==> config.mk <==
export PLATFORM = sky130hd
export DESIGN_NAME = timer_irq_unit
export DESIGN_NICKNAME = d
export VERILOG_FILES = /design/src/logic/tmr_pkg.sv /design/src/logic/grant_pick.sv /design/src/logic/timer_irq_unit.sv
export SDC_FILE = /design/constraint.sdc
export NUM_CORES = 2
export LEC_CHECK = 0
export ABC_AREA = 1
export BUFFER_PORTS_ARGS = -buffer_cell sky130_fd_sc_hd__buf_2
export CAP_MARGIN = 20
export CORE_MARGIN = 2
export CORE_UTILIZATION = 50
export DETAILED_ROUTE_END_ITERATION = 6
export GPL_TIMING_DRIVEN = 0
export MAX_ROUTING_LAYER = met4
export PLACE_DENSITY = 0.68
export SLEW_MARGIN = 20
export SYNTH_ARGS = -nofsm -noshare
export SYNTH_HDL_FRONTEND = slang
export SYNTH_SLANG_ARGS = --single-unit
==> constraint.sdc <==
create_clock -name pclk -period 27.9 [get_ports pclk]
set_clock_uncertainty 0.05 [all_clocks]
set_input_delay 5.58 -clock pclk [delete_from_list [all_inputs] [get_ports pclk]]
set_output_delay 5.58 -clock pclk [all_outputs]
set_load 0.005 [all_outputs]
==> src/logic/tmr_pkg.sv <==
package tmr_pkg;

  localparam int unsigned NCH = 5;
  localparam int unsigned NSRC = 15;
  localparam int unsigned NDMA = 4;
  localparam int unsigned CW = 16;

  // per-channel register block: channel n at CH_BASE + n*CH_STRIDE
  localparam logic [11:0] CH_BASE = 12'h000;
  localparam logic [11:0] CH_STRIDE = 12'h020;
  localparam logic [4:0] OFS_COUNT = 5'h00;
  localparam logic [4:0] OFS_GRA = 5'h04;
  localparam logic [4:0] OFS_GRB = 5'h08;
  localparam logic [4:0] OFS_BUFA = 5'h0C;
  localparam logic [4:0] OFS_CTRL = 5'h10;
  localparam logic [4:0] OFS_STAT = 5'h14;
  localparam logic [4:0] OFS_IEN = 5'h18;
  // global registers
  localparam logic [11:0] ADDR_SYNC = 12'h100;
  localparam logic [11:0] ADDR_DMAEN = 12'h104;
  localparam logic [11:0] ADDR_PRIO_FIRST = 12'h108;
  localparam logic [11:0] ADDR_PRIO_SECOND = 12'h10C;
  localparam logic [11:0] ADDR_COMBO = 12'h110;
  localparam logic [11:0] ADDR_PEND = 12'h114;

  // ctrl fields
  localparam int unsigned CTRL_RUN = 0;
  localparam int unsigned CTRL_CLR_A = 1;
  localparam int unsigned CTRL_CLR_B = 2;
  localparam int unsigned CTRL_CAP_A = 3;
  localparam int unsigned CTRL_CAP_B = 4;
  localparam int unsigned CTRL_BUF_A = 5;
  localparam int unsigned CTRL_DOWN = 6;
  localparam int unsigned CTRL_W = 7;
  // status flag positions
  localparam int unsigned ST_A = 0;
  localparam int unsigned ST_B = 1;
  localparam int unsigned ST_WRAP = 2;

  localparam logic [CW-1:0] COUNT_RST = 16'h0000;
  localparam logic [CW-1:0] GR_RST = 16'hFFFF;
  localparam logic [CW-1:0] ALL_ONES = 16'hFFFF;

  typedef enum logic [2:0]
  {
    BUS_IDLE = 3'b001,
    BUS_SETUP = 3'b010,
    BUS_ACCESS = 3'b100
  } bus_state_t;

  typedef struct packed
  {
    logic [CW-1:0] count;
    logic [CW-1:0] gra;
    logic [CW-1:0] grb;
    logic [CW-1:0] bufa;
    logic [CTRL_W-1:0] ctrl;
    logic [2:0] stat;
    logic [2:0] ien;
    logic [2:0] armed;
  } chan_t;

  typedef struct packed
  {
    logic [NCH-1:0] incr;
    logic [NCH-1:0] cap_a;
    logic [NCH-1:0] cap_b;
  } evt_t;

endpackage

==> src/logic/grant_pick.sv <==
// fixed-priority pick among the pending sources, index 0 highest
module grant_pick
  import tmr_pkg::*;
#(
  parameter int unsigned N = NSRC
)
(
  input wire logic pclk,
  input wire logic presetn,
  input wire logic [N-1:0] req,
  output logic [N-1:0] grant_q
);

  initial
  begin
    if (N < 1)
    begin
      $error("grant_pick needs at least one source");
    end
  end

  logic [N-1:0] grant_d;

  always_comb
  begin
    grant_d = '0;
    for (int i = N - 1; i >= 0; i--)
    begin
      if (req[i])
      begin
        grant_d = '0;
        grant_d[i] = 1'b1;
      end
    end
  end

  always_ff @(posedge pclk or negedge presetn)
  begin
    if (!presetn)
    begin
      grant_q <= '0;
    end
    else
    begin
      grant_q <= grant_d;
    end
  end

endmodule // grant_pick

==> src/logic/timer_irq_unit.sv <==
// Behaviour
// - flag clears only by a read seeing 1 followed by a write of 0.
// - five channels, three sources each: match A, match B, wrap; fifteen lines.
// - request line high only while flag and its enable are both 1.
// - channels 0-3 match A may go to dma; then no cpu request; ch4 never.
// - reset priority ch0 A,B,wrap down to ch4 wrap; prio_reg_first reorders channels, prio_reg_second is unused.
// - counter clear in the write-commit state wins; cpu write dropped.
// - word write to counter wins over a same-state increment.
// - byte write wins over increment; other byte keeps its old value.
// - general register write suppresses a compare match in that state.
// - write to counter beats wrap step, but wrap flag still sets.
// - capture during register read returns the pre-capture value.
// - capture-clear with increment clears, drops step, captures pre-clear count.
// - capture during general register write wins; write dropped.
// - buffered capture during buffer write wins; write dropped.
// - compare clear happens on the step leaving the match; period is value plus one.
// - byte write to a synchronised counter loads the full value into the group.
// - wrap flag sets on ffff to 0000 up, or 0000 to ffff down.
module timer_irq_unit
  import tmr_pkg::*;
(
  input wire logic pclk,
  input wire logic presetn,
  input wire logic psel,
  input wire logic penable,
  input wire logic pwrite,
  input wire logic [11:0] paddr,
  input wire logic [31:0] pwdata,
  input wire logic [3:0] pstrb,
  output logic [31:0] prdata,
  output logic pready,
  output logic pslverr,
  input evt_t evt,
  output logic [NSRC-1:0] irq_lines,
  output logic [NSRC-1:0] irq_grant,
  output logic [NDMA-1:0] dma_ctrl_req
);

  typedef struct packed
  {
    chan_t [NCH-1:0] ch;
    logic [NCH-1:0] sync;
    logic [NDMA-1:0] dma_en;
    logic [15:0] prio_reg_first;
    logic [15:0] prio_reg_second;
    logic [NCH-1:0] prio_map;
    logic combo_mode_hi;
    logic combo_mode_lo;
    logic [31:0] rdata;
    logic [NDMA-1:0] dma;
  } state_t;

  state_t s_q;
  state_t s_d;

  ////////////////////////////////////////////////////////////////////////
  // bus decode: the access phase is the commit state of a cycle

  logic acc;
  logic [4:0] ofs;
  logic [2:0] chn;
  logic in_ch;
  logic [NSRC-1:0] pend;
  logic [NSRC-1:0] ordered;
  logic [NSRC-1:0] grant_ord;

  assign acc = psel && penable;
  assign ofs = paddr[4:0];
  assign chn = paddr[7:5];
  assign in_ch = (paddr[11:8] == CH_BASE[11:8]) && (paddr[7:5] < 3'(NCH));
  assign pready = 1'b1;
  assign pslverr = 1'b0;
  assign prdata = s_q.rdata;

  always_comb
  begin
    for (int c = 0; c < NCH; c++)
    begin
      for (int k = 0; k < 3; k++)
      begin
        pend[c*3+k] = s_q.ch[c].stat[k] && s_q.ch[c].ien[k];
        if (k == ST_A && c < NDMA && s_q.dma_en[c])
        begin
          pend[c*3+k] = 1'b0;
        end
      end
    end
  end

  assign irq_lines = pend;
  assign dma_ctrl_req = s_q.dma;

  // channel order for arbitration: channels with a prio bit set go first
  always_comb
  begin
    int pos;
    pos = 0;
    ordered = '0;
    for (int pass = 1; pass >= 0; pass--)
    begin
      for (int c = 0; c < NCH; c++)
      begin
        if (s_q.prio_reg_first[c] == pass[0])
        begin
          ordered[pos*3 +: 3] = pend[c*3 +: 3];
          pos = pos + 1;
        end
      end
    end
  end

  grant_pick #(.N(NSRC)) u_pick
  (
    .pclk(pclk),
    .presetn(presetn),
    .req(ordered),
    .grant_q(grant_ord)
  );

  // map the winning slot back to its own source line
  always_comb
  begin
    int pos;
    pos = 0;
    irq_grant = '0;
    for (int pass = 1; pass >= 0; pass--)
    begin
      for (int c = 0; c < NCH; c++)
      begin
        // order as it stood when the registered pick was made
        if (s_q.prio_map[c] == pass[0])
        begin
          irq_grant[c*3 +: 3] = grant_ord[pos*3 +: 3] & pend[c*3 +: 3];
          pos = pos + 1;
        end
      end
    end
  end

  ////////////////////////////////////////////////////////////////////////
  // counting, capture and contention

  always_comb
  begin
    logic wr;
    logic rd;
    logic hit;
    logic [CW-1:0] cnt;
    logic [CW-1:0] nxt;
    logic [CW-1:0] wval;
    logic match_a;
    logic match_b;
    logic clr;
    logic wrap;
    logic byte_wr;
    logic sync_wr;
    logic [CW-1:0] sync_val;
    wr = 1'b0;
    rd = 1'b0;
    hit = 1'b0;
    cnt = '0;
    nxt = '0;
    wval = '0;
    match_a = 1'b0;
    match_b = 1'b0;
    clr = 1'b0;
    wrap = 1'b0;
    byte_wr = 1'b0;
    sync_wr = 1'b0;
    sync_val = '0;
    s_d = s_q;
    s_d.dma = '0;
    s_d.prio_map = s_q.prio_reg_first[NCH-1:0];

    // a synchronised counter written this cycle feeds its whole value to the group
    for (int c = 0; c < NCH; c++)
    begin
      if (acc && pwrite && in_ch && chn == 3'(c) && ofs == OFS_COUNT && s_q.sync[c])
      begin
        sync_wr = 1'b1;
        sync_val = s_q.ch[c].count;
        if (pstrb[0])
        begin
          sync_val[7:0] = pwdata[7:0];
        end
        if (pstrb[1])
        begin
          sync_val[15:8] = pwdata[15:8];
        end
      end
    end

    for (int c = 0; c < NCH; c++)
    begin
      hit = acc && in_ch && chn == 3'(c);
      wr = hit && pwrite;
      rd = hit && !pwrite;
      cnt = s_q.ch[c].count;
      wval = cnt;
      if (pstrb[0])
      begin
        wval[7:0] = pwdata[7:0];
      end
      if (pstrb[1])
      begin
        wval[15:8] = pwdata[15:8];
      end
      byte_wr = pstrb[1:0] != 2'b11;
      nxt = s_q.ch[c].ctrl[CTRL_DOWN] ? cnt - 16'h0001 : cnt + 16'h0001;
      // match is taken on the step that leaves the matching count
      match_a = evt.incr[c] && !s_q.ch[c].ctrl[CTRL_CAP_A] && cnt == s_q.ch[c].gra;
      match_b = evt.incr[c] && !s_q.ch[c].ctrl[CTRL_CAP_B] && cnt == s_q.ch[c].grb;
      if (wr && ofs == OFS_GRA)
      begin
        match_a = 1'b0;
      end
      if (wr && ofs == OFS_GRB)
      begin
        match_b = 1'b0;
      end
      wrap = evt.incr[c] && s_q.ch[c].ctrl[CTRL_RUN] &&
        (s_q.ch[c].ctrl[CTRL_DOWN] ? cnt == COUNT_RST : cnt == ALL_ONES);
      clr = (s_q.ch[c].ctrl[CTRL_CLR_A] &&
             (match_a || (evt.cap_a[c] && s_q.ch[c].ctrl[CTRL_CAP_A]))) ||
            (s_q.ch[c].ctrl[CTRL_CLR_B] &&
             (match_b || (evt.cap_b[c] && s_q.ch[c].ctrl[CTRL_CAP_B])));

      // counter: clear beats write beats increment
      if (clr)
      begin
        s_d.ch[c].count = COUNT_RST;
      end
      else if (wr && ofs == OFS_COUNT)
      begin
        s_d.ch[c].count = byte_wr ? wval : pwdata[CW-1:0];
      end
      else if (sync_wr && s_q.sync[c])
      begin
        s_d.ch[c].count = sync_val;
      end
      else if (psel && !penable && pwrite && in_ch && chn == 3'(c) &&
               ofs == OFS_COUNT && byte_wr)
      begin
        // a step in the setup state of a byte write is lost too
        s_d.ch[c].count = cnt;
      end
      else if (evt.incr[c] && s_q.ch[c].ctrl[CTRL_RUN])
      begin
        s_d.ch[c].count = nxt;
      end

      // general registers: capture beats cpu write
      if (evt.cap_a[c] && s_q.ch[c].ctrl[CTRL_CAP_A])
      begin
        s_d.ch[c].gra = cnt;
        if (s_q.ch[c].ctrl[CTRL_BUF_A])
        begin
          s_d.ch[c].bufa = s_q.ch[c].gra;
        end
        else if (wr && ofs == OFS_BUFA)
        begin
          s_d.ch[c].bufa = pwdata[CW-1:0];
        end
      end
      else
      begin
        if (wr && ofs == OFS_GRA)
        begin
          s_d.ch[c].gra = pwdata[CW-1:0];
        end
        else if (match_a && s_q.ch[c].ctrl[CTRL_BUF_A])
        begin
          s_d.ch[c].gra = s_q.ch[c].bufa;
        end
        if (wr && ofs == OFS_BUFA)
        begin
          s_d.ch[c].bufa = pwdata[CW-1:0];
        end
      end
      if (evt.cap_b[c] && s_q.ch[c].ctrl[CTRL_CAP_B])
      begin
        s_d.ch[c].grb = cnt;
      end
      else if (wr && ofs == OFS_GRB)
      begin
        s_d.ch[c].grb = pwdata[CW-1:0];
      end

      if (wr && ofs == OFS_CTRL)
      begin
        s_d.ch[c].ctrl = pwdata[CTRL_W-1:0];
      end
      if (wr && ofs == OFS_IEN)
      begin
        s_d.ch[c].ien = pwdata[2:0];
      end

      // status flags: a read arms each flag seen at 1; writing 0 then clears
      for (int k = 0; k < 3; k++)
      begin
        if (rd && ofs == OFS_STAT && s_q.ch[c].stat[k])
        begin
          s_d.ch[c].armed[k] = 1'b1;
        end
        if (wr && ofs == OFS_STAT && !pwdata[k] && s_q.ch[c].armed[k])
        begin
          s_d.ch[c].stat[k] = 1'b0;
          s_d.ch[c].armed[k] = 1'b0;
        end
      end
      // an event in the clearing cycle still sets its flag
      if (match_a || (evt.cap_a[c] && s_q.ch[c].ctrl[CTRL_CAP_A]))
      begin
        s_d.ch[c].stat[ST_A] = 1'b1;
        if (c < NDMA && s_q.dma_en[c])
        begin
          s_d.dma[c] = 1'b1;
        end
      end
      if (match_b || (evt.cap_b[c] && s_q.ch[c].ctrl[CTRL_CAP_B]))
      begin
        s_d.ch[c].stat[ST_B] = 1'b1;
      end
      if (wrap)
      begin
        s_d.ch[c].stat[ST_WRAP] = 1'b1;
      end
    end

    // global writes
    if (acc && pwrite)
    begin
      case (paddr)
        ADDR_SYNC: s_d.sync = pwdata[NCH-1:0];
        ADDR_DMAEN: s_d.dma_en = pwdata[NDMA-1:0];
        ADDR_PRIO_FIRST: s_d.prio_reg_first = pwdata[15:0];
        ADDR_PRIO_SECOND: s_d.prio_reg_second = pwdata[15:0];
        ADDR_COMBO:
        begin
          // no guard: software keeps channels 3 and 4 stopped
          s_d.combo_mode_hi = pwdata[1];
          s_d.combo_mode_lo = pwdata[0];
        end
        default: ;
      endcase
    end

    // read data sampled from pre-edge state: a capture in this cycle is unseen
    s_d.rdata = '0;
    if (psel && !penable && !pwrite)
    begin
      if (paddr[11:8] == CH_BASE[11:8] && paddr[7:5] < 3'(NCH))
      begin
        for (int c = 0; c < NCH; c++)
        begin
          if (paddr[7:5] == 3'(c))
          begin
            case (paddr[4:0])
              OFS_COUNT: s_d.rdata = {16'h0000, s_q.ch[c].count};
              OFS_GRA: s_d.rdata = {16'h0000, s_q.ch[c].gra};
              OFS_GRB: s_d.rdata = {16'h0000, s_q.ch[c].grb};
              OFS_BUFA: s_d.rdata = {16'h0000, s_q.ch[c].bufa};
              OFS_CTRL: s_d.rdata = {25'h0000000, s_q.ch[c].ctrl};
              OFS_STAT: s_d.rdata = {29'h00000000, s_q.ch[c].stat};
              OFS_IEN: s_d.rdata = {29'h00000000, s_q.ch[c].ien};
              default: s_d.rdata = '0;
            endcase
          end
        end
      end
      else
      begin
        case (paddr)
          ADDR_SYNC: s_d.rdata = {27'h0000000, s_q.sync};
          ADDR_DMAEN: s_d.rdata = {28'h0000000, s_q.dma_en};
          ADDR_PRIO_FIRST: s_d.rdata = {16'h0000, s_q.prio_reg_first};
          ADDR_PRIO_SECOND: s_d.rdata = {16'h0000, s_q.prio_reg_second};
          ADDR_COMBO: s_d.rdata = {30'h00000000, s_q.combo_mode_hi, s_q.combo_mode_lo};
          ADDR_PEND: s_d.rdata = {17'h00000, pend};
          default: s_d.rdata = '0;
        endcase
      end
    end
    else if (acc)
    begin
      s_d.rdata = s_q.rdata;
    end
  end

  always_ff @(posedge pclk or negedge presetn)
  begin
    if (!presetn)
    begin
      s_q <= '0;
      for (int c = 0; c < NCH; c++)
      begin
        s_q.ch[c].gra <= GR_RST;
        s_q.ch[c].grb <= GR_RST;
      end
    end
    else
    begin
      s_q <= s_d;
    end
  end

endmodule // timer_irq_unit

Word level (Yosys, flattened, before mapping)
Cells that the tools add are included.
{"block": "word_totals", "input_bits": 68, "elab_cells": 759, "output_inout_bits": 68, "reg_bits": 499}
{"block": "classes", "n_eq_ne": 38, "shifts": 27, "addsub": 35, "n_mul": 18, "reduce_logical": 307, "magnitude_cmp": 1, "muxes": 253, "n_bitwise": 10}
{"cell": "$mux 16", "n": 81}
{"cell": "$mux 32", "n": 22}
{"cell": "$pmux 16 s7", "n": 5}
{"cell": "$mul 32x3->32 const B", "n": 17}
{"cell": "$add 32x2->32 const B", "n": 15}
{"cell": "$mux 15", "n": 24}
{"cell": "$shift 3x33->15 const A", "n": 9}
{"cell": "$shiftx 3x33->15", "n": 9}
{"cell": "$shiftx 15x32->3", "n": 9}
{"cell": "$neg 32->33", "n": 8}
{"cell": "$logic_and 1x1->1", "n": 214}
{"cell": "$eq 16x16->1", "n": 10}
{"cell": "$bwmux 15", "n": 9}
{"cell": "$pmux 16 s6", "n": 1}
{"cell": "$mux 1", "n": 94}
{"cell": "$add 16x1->16 const B", "n": 5}
{"cell": "$eq 16x16->1 const B", "n": 5}
{"cell": "$logic_not 16->1", "n": 5}
{"cell": "$mux 8", "n": 10}
{"cell": "$sub 16x1->16 const B", "n": 5}
{"cell": "$eq 12x9->1 const B", "n": 6}
{"cell": "$reduce_bool 2->1", "n": 35}
{"cell": "$neg 3->33", "n": 1}
{"cell": "$and 3x3->3", "n": 10}
{"cell": "22 further kinds", "n": 80}

Depth between registers and ports, before layout
{"block": "logic_depth", "depth_word": 37, "mapped_depth": 61, "depth_no_buf": 58}

By module
Synthesis repeated with hierarchy kept, for this count alone.
{"block": "hier_totals", "hier_cells": 6662, "hier_area_um2": 44610.3}
{"mod": "timer_irq_unit", "instances": 1, "area_per_inst_um2": 43980.9, "cells_per_inst": 6588, "seq_area_each_um2": 11911.4}
{"mod": "grant_pick", "instances": 1, "area_per_inst_um2": 629.4, "cells_per_inst": 74, "seq_area_each_um2": 375.4}

Least setup slack after synthesis
No wires, ideal clock.
{"block": "synth_path", "path_type": "reg2out", "startpoint": "register s_q[39] (netlist name)", "endpoint": "output irq_grant[12]", "setup_slack_ps": 15456, "stages_incl_launch_ff": 49, "t_arrival_ps": 6814, "t_required_ps": 22270, "n_path_buf": 3, "cell_sequence": "dfrtp_1 -> buf_2 -> clkinv_1 -> ha_1 -> nand2_1 -> inv_1 -> a21oi_1 -> ha_1 -> nor2_1 -> a21oi_1 -> ha_1 -> nor2_1 -> nor2_1 -> ha_1 -> clkbuf_1 -> inv_1 -> o21ai_0 -> ha_1 -> (+13 left out) -> ha_1 -> ha_1 -> nand2_1 -> nand2_1 -> a31oi_1 -> inv_1 -> nand3_1 -> nand2_1 -> nand2_1 -> nand2_1 -> inv_2 -> buf_2 -> nand3_1 -> nand3_1 -> nand2_1 -> o21ai_1 -> nand2_1 -> nor2_1"}
{"block": "synth_via", "elab_chain_cells": 19}
{"item": "start, declared", "line": "timer_irq_unit.sv:53", "rtl": "state_t s_q;"}
{"item": "$mux 32", "line": "timer_irq_unit.sv:131", "rtl": "if (s_q.prio_map[c] == pass[0])"}
{"item": "$add 32x2->32", "line": "timer_irq_unit.sv:134", "rtl": "pos = pos + 1;"}
{"item": "$mux 32", "line": "timer_irq_unit.sv:131"}
{"item": "$add 32x2->32", "line": "timer_irq_unit.sv:134"}
{"item": "$mux 32", "line": "timer_irq_unit.sv:131"}
{"item": "$add 32x2->32", "line": "timer_irq_unit.sv:134"}
{"item": "$mux 32", "line": "timer_irq_unit.sv:131"}
{"item": "$add 32x2->32", "line": "timer_irq_unit.sv:134"}
{"item": "(+3 left out)"}
{"item": "$add 32x2->32", "line": "timer_irq_unit.sv:134"}
{"item": "$mux 32", "line": "timer_irq_unit.sv:131"}
{"item": "$add 32x2->32", "line": "timer_irq_unit.sv:134"}
{"item": "$mux 32", "line": "timer_irq_unit.sv:131"}
{"item": "$mul 32x3->32", "line": "timer_irq_unit.sv:133", "rtl": "irq_grant[c*3 +: 3] = grant_ord[pos*3 +: 3] & pend[c*3 +: 3];"}
{"item": "$shiftx 15x32->3", "line": "timer_irq_unit.sv:133"}
{"item": "$and 3x3->3", "line": "timer_irq_unit.sv:133"}
{"item": "$mux 3 (*)", "line": "timer_irq_unit.sv:131"}
{"item": "end, declared", "line": "timer_irq_unit.sv:35", "rtl": "output logic [NSRC-1:0] irq_grant,"}
Mark *: on every way between the ends. The rest lies on a longest branch, timed or not.

Worst setup path in the final report
{"block": "layout_path", "startpoint": "register s_q[39] (netlist name)", "endpoint": "output irq_grant[14]"}
Same word-level chain as after synthesis.

==> results.cfg <==
[timing]
fmax_mhz = 65.2
setup_viol_count_final = 0
drv_slew = 0
rsz0062_at_grt = false
finalCritPeriodShare_pct = 55.0
maxSlewHeadroom_pct = 14.3
finalSetupTns_ns = 0
period_minus_slack_ns = 15.34
hold_viol = 0
worstMarginPinSlew_ns = 1.29

[cts]
holdBufCountCts = 0
cts.path.max_buffers = 3
numCtsBuffers = 57
clk_pin_slew_ns = 0.06
tritoncts = built
insertion_delay_ns = 0.70
root_buffer = clkbuf_16
htreeDepth = 2
post-cts-setup-buffers = 0
cts.sinks = 483
cts_resized = 0

[route]
vias = 54700
wl_per_cell_um = 29.0
viasPerCell = 6.63
ant_nets = 0
detailedRoute.firstIterationViolations = 8740
drcViolationCount = 27
finalWirelength_um = 239000
drt_first_pass_iters = 7

[synth]
ys.flop_type = dfrtp_1
synth.distinct_cells = 72
synth_edf_count = 0
synth.top_cell.area_share_pct = 17.9
synthMostInstantiatedCell = nand2_1
syn_avg_cell_area_um2 = 6.61
async_flop_share_pct = 100
synth_top_area_cell = dfrtp_1
seq_area_frac_synth_pct = 27.2
ys_seq_elements = 483
synth_warnings = 0
yosys-top-cells-area = dfrtp_1 (18%), nand2_1 (12%), dfstp_2 (9.3%)
syn-cell-area_um2 = 45100
synth_common_cells = nand2_1 (1438), inv_1 (790), o21ai_0 (786), nor2_1 (512), nand3_1 (451)
synthCells = 6823

[run_status]
violations = DRC
status = finished with violations

[finish]
final_cells = 8250
area_growth_pct = 9.65
nets = 7300
register_area_um2 = 12300
finish.instance_area_um2 = 49500
multi_input_area_um2 = 28100
drive_gt1_share_pct = 7.93
n_fill_cell = 9040

[power_and_ir_drop]
p_per_area_nw_per_um2 = 38.1
finalPower_w = 0.00188
ir_drop_v = 0.0000505
p_leak_nw = 23.2

[grt]
met1_usage_pct = 58.6
grt_usage_pct = 51.4
first_global_vias = 50700
grt-ovfl-total = 0
top_usage_layer = met2
grtUsageMet2_pct = 71.2
grt_pass1_wl_um = 341000
grt_max_degree = 93
antenna_found_initial = 19
grt_use_met3_pct = 17.8

[setup_path]
crit_family = adder cells
startpoint_type = flip-flop
critPathSlowestCell = o21ai_0
timing.setup.critical_path_class = flip-flop to primary output
cp.required_ns = 22.27
cp_num_buf_inv = 10
crit_top_cell = ha_1
arrival_ns = 9.71
end_kind = primary output
crit_path_max_incr_delay_ns = 0.78
r2r_slack_ns = 15.82
path_max_fanout = 9

[worst_hold_path]
worstHoldPathType = flip-flop to flip-flop

[placement]
hpwl_um = 183000
gp_congestion = 1.18
placedCellCount = 8118
port_buffers = 90
post_dp_cell_area_um2 = 47400

[job]
drv_cap = 0

[floorplanning]
core_region_area_um2 = 89700
rows = 110
io_pins = 136
die_h_um = 304
initial_core_util_pct = 50.3
fp.dieW_um = 304
die_area_um2 = 92700
-- layout by cell type (no fill, tap or decap), types with 69 or more instances in the layout --
cell      instances
a221oi_1         69
buf_2           110
inv_1           790
nor2_1          511
nand2_1        1438
xor2_1          121
dfstp_2         160
clkbuf_1        268
nand4_1         117
nand3_1         451
dfrtp_1         323
o22ai_1         214
ha_1            210
o211ai_1        190
nor3_1           71
o21ai_0         780
a21oi_1         439
-- stage by stage --
step	utilization (%)	setup slack [ns]	hold slack, ns
2_1_floorplan	-	15.46	0.324
3_3_place_gp	52.5	10.92	0.408
3_5_place_dp	52.8	13.55	0.423
4_1_cts	55.0	12.81	0.437
5_1_grt	55.1	11.95	0.460
6_report	55.1	12.56	0.433
-- per-layer routing --
metal,routed length [µm],vias to the layer above
li1,-,23900
met4,26200,0
met2,96700,4283
met5,0,-
met1,84300,25400
met3,32200,1193
-- state kept, by name, summed over array words and instances, names as in the netlist --
signal	cells
s_q	443
s_d	5
prdata	16
dma_ctrl_req	4
u_pick.grant_q	15
-- cell type report --
type / count / share of cell area (%)
timing repair buffer: 105 / 1.40
multi-input combinational: 5144 / 56.9
clock inverter: 21 / 0.602
clock buffer: 86 / 3.47
sequential: 483 / 24.8
buffer: 378 / 3.36
antenna: 23 / 0.116
tap: 1176 / 2.97
inverter: 834 / 6.34
-- worst register-to-register path: cells and delay by family (launching register included) --
kind                     cells  cell delay [ns]
adder cells (fa/ha/maj)     11             3.66
buffers and inverters       15             2.63
flip-flops                   1             0.49
AO/OA/AOI/OAI                5             1.53
AND/OR/NAND/NOR             26             3.59
-- where the power goes --
group	leakage (nW)	switching, W	internal, W	total, W
registers	5.66	0.0000195	0.000717	0.000737
clock network	0.985	0.000345	0.000487	0.000832
logic	16.6	0.000231	0.0000835	0.000314
total	23.2	0.000595	0.00129	0.00188
-- cell families after synthesis --
family | count (synthesis) | synth area share, %
AO/OA/AOI/OAI | 1984 | 26.0
XOR/XNOR | 178 | 3.46
adder cells (fa/ha/maj) | 229 | 6.67
buffers and inverters | 1212 | 10.6
flip-flops | 483 | 27.2
multiplexers | 2 | 0.0444
other | 2 | 0.0166
AND/OR/NAND/NOR | 2733 | 26.0
-- worst paths after layout --
path | start | cells after the start | end
worst max-delay path | s_q[39] | 38 | irq_grant[14]
min in group asynchronous | presetn | 1 | s_q[232]
worst max register to register | s_d[38] | 57 | u_pick.grant_q[13]
worst min-delay path | s_q[67] | 2 | s_q[67]
worst min register to register | s_q[67] | 2 | s_q[67]
max in group asynchronous | presetn | 4 | s_q[262]
Power figures use the tool's default switching activity.
